**config.mk**
```make
export PLATFORM = sky130hd
export DESIGN_NAME = serial_link_tx_control
export DESIGN_NICKNAME = d
export VERILOG_FILES = /design/src/sltc_pkg.sv /design/src/serial_link_tx_control.sv
export SDC_FILE = /design/constraint.sdc
export NUM_CORES = 1
export LEC_CHECK = 0
export ABC_AREA = 0
export BUFFER_PORTS_ARGS = -buffer_cell sky130_fd_sc_hd__buf_2
export CAP_MARGIN = 5
export CORE_ASPECT_RATIO = 1.1
export CORE_UTILIZATION = 53
export DETAILED_ROUTE_END_ITERATION = 12
export HOLD_SLACK_MARGIN = 0.06
export PLACE_DENSITY = 0.78
export SETUP_SLACK_MARGIN = 0.2
export SKIP_CTS_REPAIR_TIMING = 1
export SLEW_MARGIN = 20
export SYNTH_ARGS = -nofsm -noshare
export SYNTH_HDL_FRONTEND = slang
export SYNTH_SLANG_ARGS = --single-unit
```
**constraint.sdc**
```tcl
create_clock -name aclk -period 10.48 [get_ports aclk]
set_input_delay 0.524 -clock aclk [delete_from_list [all_inputs] [get_ports aclk]]
set_output_delay 0.524 -clock aclk [all_outputs]
set_load 0.05 [all_outputs]
```
**src/sltc_pkg.sv**
```systemverilog
// Constants and types for the serial link transmit control block.
// Functional notes
// - Link control bit 0 powers down and resets link.
// - Enabled link sends K28.5 under sync request.
// - Sync mode 00 normal, 10 force sync, 11 data.
// - Bypass sends byte with two zero upper bits.
// - Invert bit flips all ten symbol bits.
// - Checksum mode 00 sums bytes, 01 sums fields.
// - Checksum mode 10 transmits a zero checksum.
// - Injection 00 at sample input, 01 encoder output.
// - Injection 10 puts bytes at scrambler input.
// - Alignment starts on the (delay+1)th boundary after sync release.
`default_nettype none
package sltc_pkg;
	localparam int ADDR_W = 16;
	localparam int IDX_W = 14;
	localparam logic [13:0] IDX_PWR = 14'h0571;
	localparam logic [13:0] IDX_CTL2 = 14'h0572;
	localparam logic [13:0] IDX_CTL3 = 14'h0573;
	localparam logic [13:0] IDX_CTL4 = 14'h0574;
	localparam logic [13:0] IDX_STAT = 14'h0575;
	localparam logic [7:0] RST_PWR = 8'h00;
	localparam logic [7:0] RST_CTL2 = 8'h00;
	localparam logic [7:0] RST_CTL3 = 8'h00;
	localparam logic [7:0] RST_CTL4 = 8'h00;
	localparam logic [7:0] PWR_WMASK = 8'h01;
	localparam logic [7:0] CTL2_WMASK = 8'hf7;
	localparam logic [7:0] CTL4_WMASK = 8'hf7;
	localparam int PWR_DOWN_BIT = 0;
	localparam int SYNC_MODE_LSB = 6;
	localparam int SYNC_INV_BIT = 5;
	localparam int BYPASS_BIT = 2;
	localparam int SYM_INV_BIT = 1;
	localparam int CK_MODE_LSB = 6;
	localparam int INJ_LSB = 4;
	localparam int DELAY_LSB = 4;
	localparam logic [1:0] SYNC_FORCE_CGS = 2'h2;
	localparam logic [1:0] SYNC_FORCE_DATA = 2'h3;
	localparam logic [1:0] CK_BYTES = 2'h0;
	localparam logic [1:0] CK_FIELDS = 2'h1;
	localparam logic [1:0] INJ_SAMPLE = 2'h0;
	localparam logic [1:0] INJ_ENC_OUT = 2'h1;
	localparam logic [1:0] INJ_SCRAMBLER = 2'h2;
	localparam logic [1:0] RESP_OKAY = 2'h0;
	localparam logic [1:0] RESP_SLVERR = 2'h2;
	localparam logic [7:0] K28_5 = 8'hbc;
	localparam logic [7:0] K28_0 = 8'h1c;
	localparam int FIFO_DEPTH = 16;
	localparam int CFG_BYTES = 11;
	// A set bit marks the lowest bit of one configuration field.
	localparam logic [7:0] CFG_SPLIT [11] = '{8'h01, 8'h11, 8'h61, 8'h81, 8'h01, 8'h01,
		8'h01, 8'h41, 8'h21, 8'h21, 8'h81};
	// Six-bit and four-bit code tables, negative running disparity form.
	localparam logic [5:0] ENC6 [32] = '{6'h27, 6'h1d, 6'h2d, 6'h31, 6'h35, 6'h29, 6'h19,
		6'h38, 6'h39, 6'h25, 6'h15, 6'h34, 6'h0d, 6'h2c, 6'h1c, 6'h17, 6'h1b, 6'h23,
		6'h13, 6'h32, 6'h0b, 6'h2a, 6'h1a, 6'h3a, 6'h33, 6'h26, 6'h16, 6'h36, 6'h0e,
		6'h2e, 6'h1e, 6'h2b};
	localparam logic [3:0] ENC4 [8] = '{4'hb, 4'h9, 4'h5, 4'hc, 4'hd, 4'ha, 4'h6, 4'he};
	typedef enum logic [2:0] {ST_OFF, ST_SYNC, ST_WAIT, ST_ALIGN, ST_DATA} sltc_state_e;
endpackage
`default_nettype wire

```
**src/serial_link_tx_control.sv**
```systemverilog
// Serial link transmit control: register slave, sync handling, FIFO and symbol encoder.
`timescale 1ns/1ps
`default_nettype none

module sltc_fifo #(
	parameter int WIDTH = 8,
	parameter int DEPTH = 16
) (
	// Clock and reset.
	input wire logic aclk,
	input wire logic aresetn,
	input wire logic flush,
	// Filling side.
	input wire logic in_valid,
	output logic in_ready,
	input wire logic [WIDTH-1:0] in_data,
	// Draining side.
	output logic out_valid,
	input wire logic out_ready,
	output logic [WIDTH-1:0] out_data
);
	localparam int AW = $clog2(DEPTH);
	typedef struct packed {
		logic [DEPTH-1:0][WIDTH-1:0] mem;
		logic [AW-1:0] wp;
		logic [AW-1:0] rp;
		logic [AW:0] cnt;
	} sltc_fifo_s;
	sltc_fifo_s q_r;
	sltc_fifo_s q_nxt;
	logic push;
	logic pop;

	// Pointers wrap freely, so only power-of-two depths are served.
	if (DEPTH < 2 || (DEPTH & (DEPTH - 1)) != 0) begin : g_bad_depth
		$error("sltc_fifo depth must be a power of two of at least 2");
	end

	// Full and empty come straight from the occupancy count.
	assign in_ready = q_r.cnt != (AW + 1)'(DEPTH);
	assign out_valid = q_r.cnt != '0;
	assign out_data = q_r.mem[q_r.rp];

	// Next state: store on push, advance on pop, drop all on flush.
	always_comb begin
		q_nxt = q_r;
		push = in_valid && in_ready;
		pop = out_valid && out_ready;
		if (push) begin
			q_nxt.mem[q_r.wp] = in_data;
			q_nxt.wp = q_r.wp + 1'b1;
		end
		if (pop) begin
			q_nxt.rp = q_r.rp + 1'b1;
		end
		q_nxt.cnt = q_r.cnt + (AW + 1)'(push) - (AW + 1)'(pop);
		if (flush) begin
			q_nxt.wp = '0;
			q_nxt.rp = '0;
			q_nxt.cnt = '0;
		end
	end

	// State register.
	always_ff @(posedge aclk) begin
		if (!aresetn) begin
			q_r <= '0;
		end else begin
			q_r <= q_nxt;
		end
	end
endmodule

module serial_link_tx_control #(
	parameter int FIFO_DEPTH = sltc_pkg::FIFO_DEPTH
) (
	// Clock and reset.
	input wire logic aclk,
	input wire logic aresetn,
	// Register bus, write side.
	input wire logic [sltc_pkg::ADDR_W-1:0] s_axi_awaddr,
	input wire logic [2:0] s_axi_awprot,
	input wire logic s_axi_awvalid,
	output logic s_axi_awready,
	input wire logic [31:0] s_axi_wdata,
	input wire logic [3:0] s_axi_wstrb,
	input wire logic s_axi_wvalid,
	output logic s_axi_wready,
	output logic [1:0] s_axi_bresp,
	output logic s_axi_bvalid,
	input wire logic s_axi_bready,
	// Register bus, read side.
	input wire logic [sltc_pkg::ADDR_W-1:0] s_axi_araddr,
	input wire logic [2:0] s_axi_arprot,
	input wire logic s_axi_arvalid,
	output logic s_axi_arready,
	output logic [31:0] s_axi_rdata,
	output logic [1:0] s_axi_rresp,
	output logic s_axi_rvalid,
	input wire logic s_axi_rready,
	// Link timing from the receiver and the multiframe counter.
	input wire logic sync_request_input,
	input wire logic local_multiframe_clock_edge,
	// Sample bytes in.
	input wire logic [7:0] smp_data,
	input wire logic smp_valid,
	output logic smp_ready,
	// Test data source.
	input wire logic test_en,
	input wire logic [9:0] test_data,
	// Link configuration table, byte 0 in the low bits.
	input wire logic [sltc_pkg::CFG_BYTES*8-1:0] cfg_table,
	// Symbols out and link status.
	output logic [9:0] sym_data,
	output logic sym_valid,
	input wire logic sym_ready,
	output logic link_clk_en,
	output logic [7:0] cksum
);
	import sltc_pkg::*;

	typedef struct packed {
		logic aw_full;
		logic [IDX_W-1:0] aw_idx;
		logic w_full;
		logic w_en;
		logic [7:0] w_byte;
		logic bvalid;
		logic [1:0] bresp;
		logic rvalid;
		logic [15:0] rdata;
		logic [1:0] rresp;
		logic [7:0] pwr;
		logic [7:0] ctl2;
		logic [7:0] ctl3;
		logic [7:0] ctl4;
		logic [1:0] sync_ff;
		sltc_state_e st;
		logic [3:0] local_multiframe_clock_cnt;
		logic rd;
		logic [9:0] sym;
		logic sym_valid;
		logic [7:0] cksum;
	} sltc_top_s;
	sltc_top_s q_r;
	sltc_top_s q_nxt;
	logic f_in_valid;
	logic f_in_ready;
	logic [7:0] f_in_data;
	logic f_out_valid;
	logic f_out_ready;
	logic [7:0] f_out_data;
	logic [IDX_W-1:0] ridx;
	logic [1:0] inj;
	logic inj_smp;
	logic req;
	logic load;
	logic send;
	logic bypass;
	logic [7:0] byte_in;
	logic k_in;
	logic [10:0] enc_w;
	logic [9:0] sym_w;

	if (FIFO_DEPTH < 2 || (FIFO_DEPTH & (FIFO_DEPTH - 1)) != 0) begin : g_bad_depth
		$error("FIFO_DEPTH must be a power of two of at least 2");
	end

	// Register decode shared by the read and write paths.
	function automatic logic reg_mapped(input logic [IDX_W-1:0] idx);
		return idx == IDX_PWR || idx == IDX_CTL2 || idx == IDX_CTL3 ||
			idx == IDX_CTL4 || idx == IDX_STAT;
	endfunction

	// Plain byte sum over the configuration table.
	function automatic logic [7:0] sum_bytes(input logic [CFG_BYTES*8-1:0] t);
		logic [7:0] s;
		s = 8'h00;
		for (int i = 0; i < CFG_BYTES; i++) begin
			s = s + t[i*8 +: 8];
		end
		return s;
	endfunction

	// Sum of each field shifted down to bit 0.
	function automatic logic [7:0] sum_fields(input logic [CFG_BYTES*8-1:0] t);
		logic [7:0] s;
		logic [7:0] acc;
		s = 8'h00;
		acc = 8'h00;
		for (int i = 0; i < CFG_BYTES; i++) begin
			for (int b = 7; b >= 0; b--) begin
				acc = {acc[6:0], t[i*8+b]};
				if (CFG_SPLIT[i][b]) begin
					s = s + acc;
					acc = 8'h00;
				end
			end
		end
		return s;
	endfunction

	// Encoder with running disparity; control symbols are K28.y only.
	function automatic logic [10:0] enc_8b10b(input logic [7:0] d, input logic k,
		input logic rd);
		logic [5:0] c6;
		logic [3:0] c4;
		logic r6;
		logic a7;
		logic bal4;
		c6 = k ? 6'h0f : ENC6[d[4:0]];
		if (rd && ($countones(c6) != 3 || (!k && d[4:0] == 5'h07))) begin
			c6 = ~c6;
		end
		r6 = rd ^ ($countones(c6) != 3);
		c4 = ENC4[d[7:5]];
		a7 = d[7:5] == 3'h7 && (k || (!r6 && (d[4:0] == 5'h11 || d[4:0] == 5'h12 ||
			d[4:0] == 5'h14)) || (r6 && (d[4:0] == 5'h0b || d[4:0] == 5'h0d ||
			d[4:0] == 5'h0e)));
		if (a7) begin
			c4 = 4'h7;
		end
		bal4 = $countones(c4) == 2;
		if (k && bal4 && d[7:5] != 3'h3) begin
			c4 = r6 ? c4 : ~c4;
		end else if (r6 && (!bal4 || d[7:5] == 3'h3)) begin
			c4 = ~c4;
		end
		return {r6 ^ !bal4, c6, c4};
	endfunction

	sltc_fifo #(.WIDTH(8), .DEPTH(FIFO_DEPTH)) u_fifo (
		.aclk(aclk),
		.aresetn(aresetn),
		.flush(q_r.pwr[PWR_DOWN_BIT]),
		.in_valid(f_in_valid),
		.in_ready(f_in_ready),
		.in_data(f_in_data),
		.out_valid(f_out_valid),
		.out_ready(f_out_ready),
		.out_data(f_out_data)
	);

	// Outputs come from the state register; readies are combinational.
	assign s_axi_awready = !q_r.aw_full && !q_r.bvalid;
	assign s_axi_wready = !q_r.w_full && !q_r.bvalid;
	assign s_axi_bvalid = q_r.bvalid;
	assign s_axi_bresp = q_r.bresp;
	assign s_axi_arready = !q_r.rvalid;
	assign s_axi_rvalid = q_r.rvalid;
	assign s_axi_rresp = q_r.rresp;
	assign s_axi_rdata = {16'h0000, q_r.rdata};
	assign sym_data = q_r.sym;
	assign sym_valid = q_r.sym_valid;
	assign link_clk_en = !q_r.pwr[PWR_DOWN_BIT];
	assign cksum = q_r.cksum;

	// All next-state logic of the block.
	always_comb begin
		q_nxt = q_r;
		q_nxt.sync_ff = {q_r.sync_ff[0], sync_request_input};
		// Write address and data are taken in either order, then answered.
		if (s_axi_awvalid && !q_r.aw_full && !q_r.bvalid) begin
			q_nxt.aw_full = 1'b1;
			q_nxt.aw_idx = s_axi_awaddr[ADDR_W-1:2];
		end
		if (s_axi_wvalid && !q_r.w_full && !q_r.bvalid) begin
			q_nxt.w_full = 1'b1;
			q_nxt.w_en = s_axi_wstrb[0];
			q_nxt.w_byte = s_axi_wdata[7:0];
		end
		if (q_r.aw_full && q_r.w_full && !q_r.bvalid) begin
			q_nxt.aw_full = 1'b0;
			q_nxt.w_full = 1'b0;
			q_nxt.bvalid = 1'b1;
			q_nxt.bresp = reg_mapped(q_r.aw_idx) ? RESP_OKAY : RESP_SLVERR;
			if (q_r.w_en) begin
				if (q_r.aw_idx == IDX_PWR) begin
					q_nxt.pwr = q_r.w_byte & PWR_WMASK;
				end else if (q_r.aw_idx == IDX_CTL2) begin
					q_nxt.ctl2 = q_r.w_byte & CTL2_WMASK;
				end else if (q_r.aw_idx == IDX_CTL3) begin
					q_nxt.ctl3 = q_r.w_byte;
				end else if (q_r.aw_idx == IDX_CTL4) begin
					q_nxt.ctl4 = q_r.w_byte & CTL4_WMASK;
				end
			end
		end else if (q_r.bvalid && s_axi_bready) begin
			q_nxt.bvalid = 1'b0;
		end
		// Reads answer one cycle after the address is taken.
		ridx = s_axi_araddr[ADDR_W-1:2];
		if (s_axi_arvalid && !q_r.rvalid) begin
			q_nxt.rvalid = 1'b1;
			q_nxt.rresp = reg_mapped(ridx) ? RESP_OKAY : RESP_SLVERR;
			if (ridx == IDX_PWR) begin
				q_nxt.rdata = {8'h00, q_r.pwr};
			end else if (ridx == IDX_CTL2) begin
				q_nxt.rdata = {8'h00, q_r.ctl2};
			end else if (ridx == IDX_CTL3) begin
				q_nxt.rdata = {8'h00, q_r.ctl3};
			end else if (ridx == IDX_CTL4) begin
				q_nxt.rdata = {8'h00, q_r.ctl4};
			end else if (ridx == IDX_STAT) begin
				q_nxt.rdata = {5'h00, q_r.st, q_r.cksum};
			end else begin
				q_nxt.rdata = 16'h0000;
			end
		end else if (q_r.rvalid && s_axi_rready) begin
			q_nxt.rvalid = 1'b0;
		end
		// Checksum follows the table every cycle; mode 11 also gives zero.
		case (q_r.ctl3[CK_MODE_LSB +: 2])
			CK_BYTES: q_nxt.cksum = sum_bytes(cfg_table);
			CK_FIELDS: q_nxt.cksum = sum_fields(cfg_table);
			default: q_nxt.cksum = 8'h00;
		endcase
		// The pin is low while the receiver asks for sync.
		req = !(q_r.sync_ff[1] ^ q_r.ctl2[SYNC_INV_BIT]);
		if (q_r.ctl2[SYNC_MODE_LSB +: 2] == SYNC_FORCE_CGS) begin
			req = 1'b1;
		end else if (q_r.ctl2[SYNC_MODE_LSB +: 2] == SYNC_FORCE_DATA) begin
			req = 1'b0;
		end
		// Test bytes at the sample input take the FIFO from the sample source.
		inj = q_r.ctl3[INJ_LSB +: 2];
		inj_smp = test_en && inj == INJ_SAMPLE;
		f_in_valid = inj_smp || smp_valid;
		f_in_data = inj_smp ? test_data[7:0] : smp_data;
		smp_ready = f_in_ready && !inj_smp;
		// Link sequencing and choice of the next symbol.
		load = !q_r.sym_valid || sym_ready;
		send = 1'b0;
		byte_in = K28_5;
		k_in = 1'b1;
		f_out_ready = 1'b0;
		case (q_r.st)
			ST_OFF: begin
				q_nxt.st = ST_SYNC;
			end
			ST_SYNC: begin
				send = 1'b1;
				if (!req) begin
					q_nxt.st = ST_WAIT;
					q_nxt.local_multiframe_clock_cnt = 4'h0;
				end
			end
			ST_WAIT: begin
				send = 1'b1;
				if (req) begin
					q_nxt.st = ST_SYNC;
				end else if (local_multiframe_clock_edge) begin
					if (q_r.local_multiframe_clock_cnt == q_r.ctl4[DELAY_LSB +: 4]) begin
						q_nxt.st = ST_ALIGN;
					end else begin
						q_nxt.local_multiframe_clock_cnt = q_r.local_multiframe_clock_cnt + 4'h1;
					end
				end
			end
			ST_ALIGN: begin
				send = 1'b1;
				byte_in = K28_0;
				if (req) begin
					q_nxt.st = ST_SYNC;
				end else if (local_multiframe_clock_edge) begin
					q_nxt.st = ST_DATA;
				end
			end
			ST_DATA: begin
				k_in = 1'b0;
				f_out_ready = load;
				send = f_out_valid || (test_en && inj == INJ_ENC_OUT);
				byte_in = (test_en && inj == INJ_SCRAMBLER) ? test_data[7:0] : f_out_data;
				if (req) begin
					q_nxt.st = ST_SYNC;
				end
			end
			default: begin
				q_nxt.st = ST_OFF;
			end
		endcase
		// Encode, optionally bypass, invert, then allow raw test words.
		bypass = q_r.ctl2[BYPASS_BIT];
		enc_w = enc_8b10b(byte_in, k_in, q_r.rd);
		sym_w = bypass ? {2'b00, byte_in} : enc_w[9:0];
		sym_w = sym_w ^ {10{q_r.ctl2[SYM_INV_BIT]}};
		if (q_r.st == ST_DATA && test_en && inj == INJ_ENC_OUT) begin
			sym_w = test_data;
		end
		if (load) begin
			q_nxt.sym_valid = send;
			if (send) begin
				q_nxt.sym = sym_w;
				q_nxt.rd = bypass ? q_r.rd : enc_w[10];
			end
		end
		// Power-down holds the link in reset whatever else happens.
		if (q_r.pwr[PWR_DOWN_BIT]) begin
			q_nxt.st = ST_OFF;
			q_nxt.sym_valid = 1'b0;
			q_nxt.rd = 1'b0;
			q_nxt.local_multiframe_clock_cnt = 4'h0;
			f_out_ready = 1'b0;
		end
	end

	// State register with documented reset values.
	always_ff @(posedge aclk) begin
		if (!aresetn) begin
			q_r <= '0;
			q_r.pwr <= RST_PWR;
			q_r.ctl2 <= RST_CTL2;
			q_r.ctl3 <= RST_CTL3;
			q_r.ctl4 <= RST_CTL4;
		end else begin
			q_r <= q_nxt;
		end
	end
endmodule

`default_nettype wire

```
==> metrics.txt <==
status=complete, but fails checks; failing checks=setup timing; R2R Path Start=u_fifo.q_r[5]$_SDFFE_PP0P_; Detailed Place HPWL=36.2 mm; Final min period=11.29 ns; CTS Buffer Depth=3; drt drc=0; die area=34300 sq um; root buffer cell=clkbuf_16; Fin. Hold Viols=0; port bufs=193; WS Path Type=in2reg; wire length per cell=17.8 um; post-synthesis cell count=1972; Site Rows=70; vias in the first global route=15600; Post-synth top flop=dfxtp_1; CTS buffer count=24; Area Growth Syn to Fin=19.7%; Routed Antenna Nets=0; via count=15700; r2r endpoint=sym_data[2]$_SDFFE_PN0P_; number of synthesized flops with an enable pin=0; layout cell share with drive strength beyond 1=0.251; Worst R2R Path Depth=46; Tot GR Track Use=0.268; Max Slew Vio Count=0; final number of setup-violating endpoints=3; area of the multi-input gates=12300 sq um; largest net degree at the start of global routing=116; pre-CTS setup slack=-1.27 ns; slew at the pin with the worst max-slew slack=0.939 ns; Unique masters post-synth=89; simple-gate share of the synthesized area=0.157; Yosys reg bits=233; DRT iter0 DRCs=1103; layout net count=2634; Die Wd=177 um; startpoint types=primary input; Worst-Skew Late Latency=0.51 ns; Clock Skew=0.00802 ns; fill count=2628; hold path depth=2; Routed WL=48.0 mm; number of vias per cell=5.79; IO Count=254; Worst Hold End=q_nxt[28]$_SDFF_PN0_; post-synthesis compound-gate area fraction=0.187; drt first pass iters=8; Crit-path slowest cell=fa_1; initial antenna violation count=3; RSZ-0062 raised after global routing=true; max incr delay on CP=0.59 ns; H-tree level count=1; worst min path class=in2reg; Async SR Flop Fraction=0; Post-Syn Area=17800 sq um; Post-Synth Adder-Cell Area=0.169; largest family of logic cells by synthesized area=compound AO/OA/AOI/OAI gates; Worst Path Max Fanout=4; CP endpoint kind=register; post-synthesis xor/xnor area fraction=0.0714; MaxCap Viol Count=0; CP dominant cell by count=fa_1; most frequent cells in the layout=282 x nand2_1, 230 x dfxtp_1, 190 x buf_2; reg2reg setup slack=0.09 ns; GP Congestion=0.958; Max Fclk=88.6 MHz; crit path DAT=11.72 ns; most common cell after layout, fill and taps aside=nand2_1; Mean Syn Cell Area=9.03 sq um; Reg clk slew, reported paths=0.06 ns; required time of the critical path=10.91 ns; max_slew headroom=0.366; Sink Count=233; CTS tree=done; synth warn=0; hold path startpoint=sync_request_input; total grt overflow=0; post-synthesis mux area share=0.0787; Reg area=4670 sq um; fin crit share=1.08; sequential fraction of the synthesis area=0.262; Initial Util=0.536; core area=33200 sq um; global-route wire length before repair=75.1 mm; Die H=194 um; final setup margin=-0.810 ns
## cell type report
class	instances	share of cell area
flip-flops and latches	233	0.219
inverters	138	0.0243
diodes	3	0.000352
repair buffers	378	0.116
multi-input cells	1475	0.576
clock buffers	36	0.0341
clock inverters	8	0.00464
well taps	432	0.0254
## kinds of logic (layout without fill, tap and decap cells)
kind of cell | after synthesis | count (layout)
buffers and inverters | 286 | 560
other | 1 | 26
and+or+nand+nor | 604 | 604
adders and majority gates | 194 | 194
AOI/OAI and AO/OA | 430 | 430
xor gates and xnor gates | 138 | 138
muxes | 86 | 86
DFF | 233 | 233
## synth_stat cells (7+ instances only)
library cell | number | area share
o211a_1 | 130 | 0.073
or3_1 | 10 | 0.0035
a21boi_0 | 35 | 0.015
mux2i_1 | 35 | 0.020
fa_1 | 79 | 0.089
nor2_1 | 111 | 0.023
o21bai_1 | 10 | 0.0042
o211ai_1 | 7 | 0.0030
dfxtp_1 | 233 | 0.26
nor2b_1 | 39 | 0.014
a21o_1 | 24 | 0.010
o21a_1 | 12 | 0.0051
a211oi_1 | 9 | 0.0038
inv_1 | 138 | 0.029
nand4_1 | 15 | 0.0053
buf_4 | 58 | 0.024
nor3_1 | 24 | 0.0067
a22oi_1 | 7 | 0.0030
xor2_1 | 48 | 0.024
mux4_2 | 31 | 0.039
and2_1 | 17 | 0.0060
clkbuf_1 | 80 | 0.017
xnor2_1 | 85 | 0.042
a21oi_1 | 78 | 0.022
nand3_1 | 27 | 0.0076
o21ai_0 | 49 | 0.014
and3_1 | 21 | 0.0074
mux4_1 | 7 | 0.010
buf_2 | 7 | 0.0020
nand2b_1 | 14 | 0.0049
mux2_2 | 11 | 0.0070
nand2_1 | 283 | 0.060
a31oi_1 | 13 | 0.0046
ha_1 | 113 | 0.079
## worst max path at each step
stage,startpoint,end,cells after the start
5_1_grt,cfg_table[0],cksum[7]$_SDFF_PN0_,43
4_1_cts,cfg_table[0],cksum[7]$_SDFF_PN0_,43
3_3_place_gp,cfg_table[0],cksum[7]$_SDFF_PN0_,41
6_report,cfg_table[12],cksum[7]$_SDFF_PN0_,42
3_5_place_dp,cfg_table[0],cksum[7]$_SDFF_PN0_,43
2_1_floorplan,cfg_table[0],cksum[7]$_SDFF_PN0_,40
## registers in the layout, indices dropped and copies added (netlist names)
name / count
bypass: 1
cksum: 8
inj: 2
q_nxt: 1
q_r: 54
s_axi_bresp: 1
s_axi_bvalid: 1
s_axi_rdata: 11
s_axi_rresp: 1
s_axi_rvalid: 1
sym_data: 10
sym_valid: 1
u_fifo.q_r: 141
## per-layer routing
metal / wire length [um] / GRT usage / vias up
li1: - / - / 7366
met1: 19100 / 0.322 / 7599
met2: 24500 / 0.486 / 576
met3: 2780 / 0.0275 / 119
met4: 1640 / 0.101 / 0
met5: 0 / 0 / -
## metrics by stage
step                hold WS, ns  instance area (sq um)  cells  utilization  setup TNS, ns
detailed placement        0.430                  19900   2636        0.600          -2.85
CTS                       0.210                  20700   2680        0.625          -1.08
floorplan                 0.412                  17900   1994            -         -0.530
finish                    0.218                  21300   2703        0.642          -1.06
global route              0.221                  21300   2702        0.642          -2.89
global placement          0.423                  19900   2636        0.600          -1.89
## critical path, delay by kind of cell
family	cells	cell delay [ns]
AOI/OAI and AO/OA	5	0.84
buffers and inverters	7	0.39
and+or+nand+nor	3	0.25
xor gates and xnor gates	9	1.65
adders and majority gates	18	8.03
Power is not shown: default switching activity piles up to over one toggle a cycle in this logic, so the estimate is an artifact.
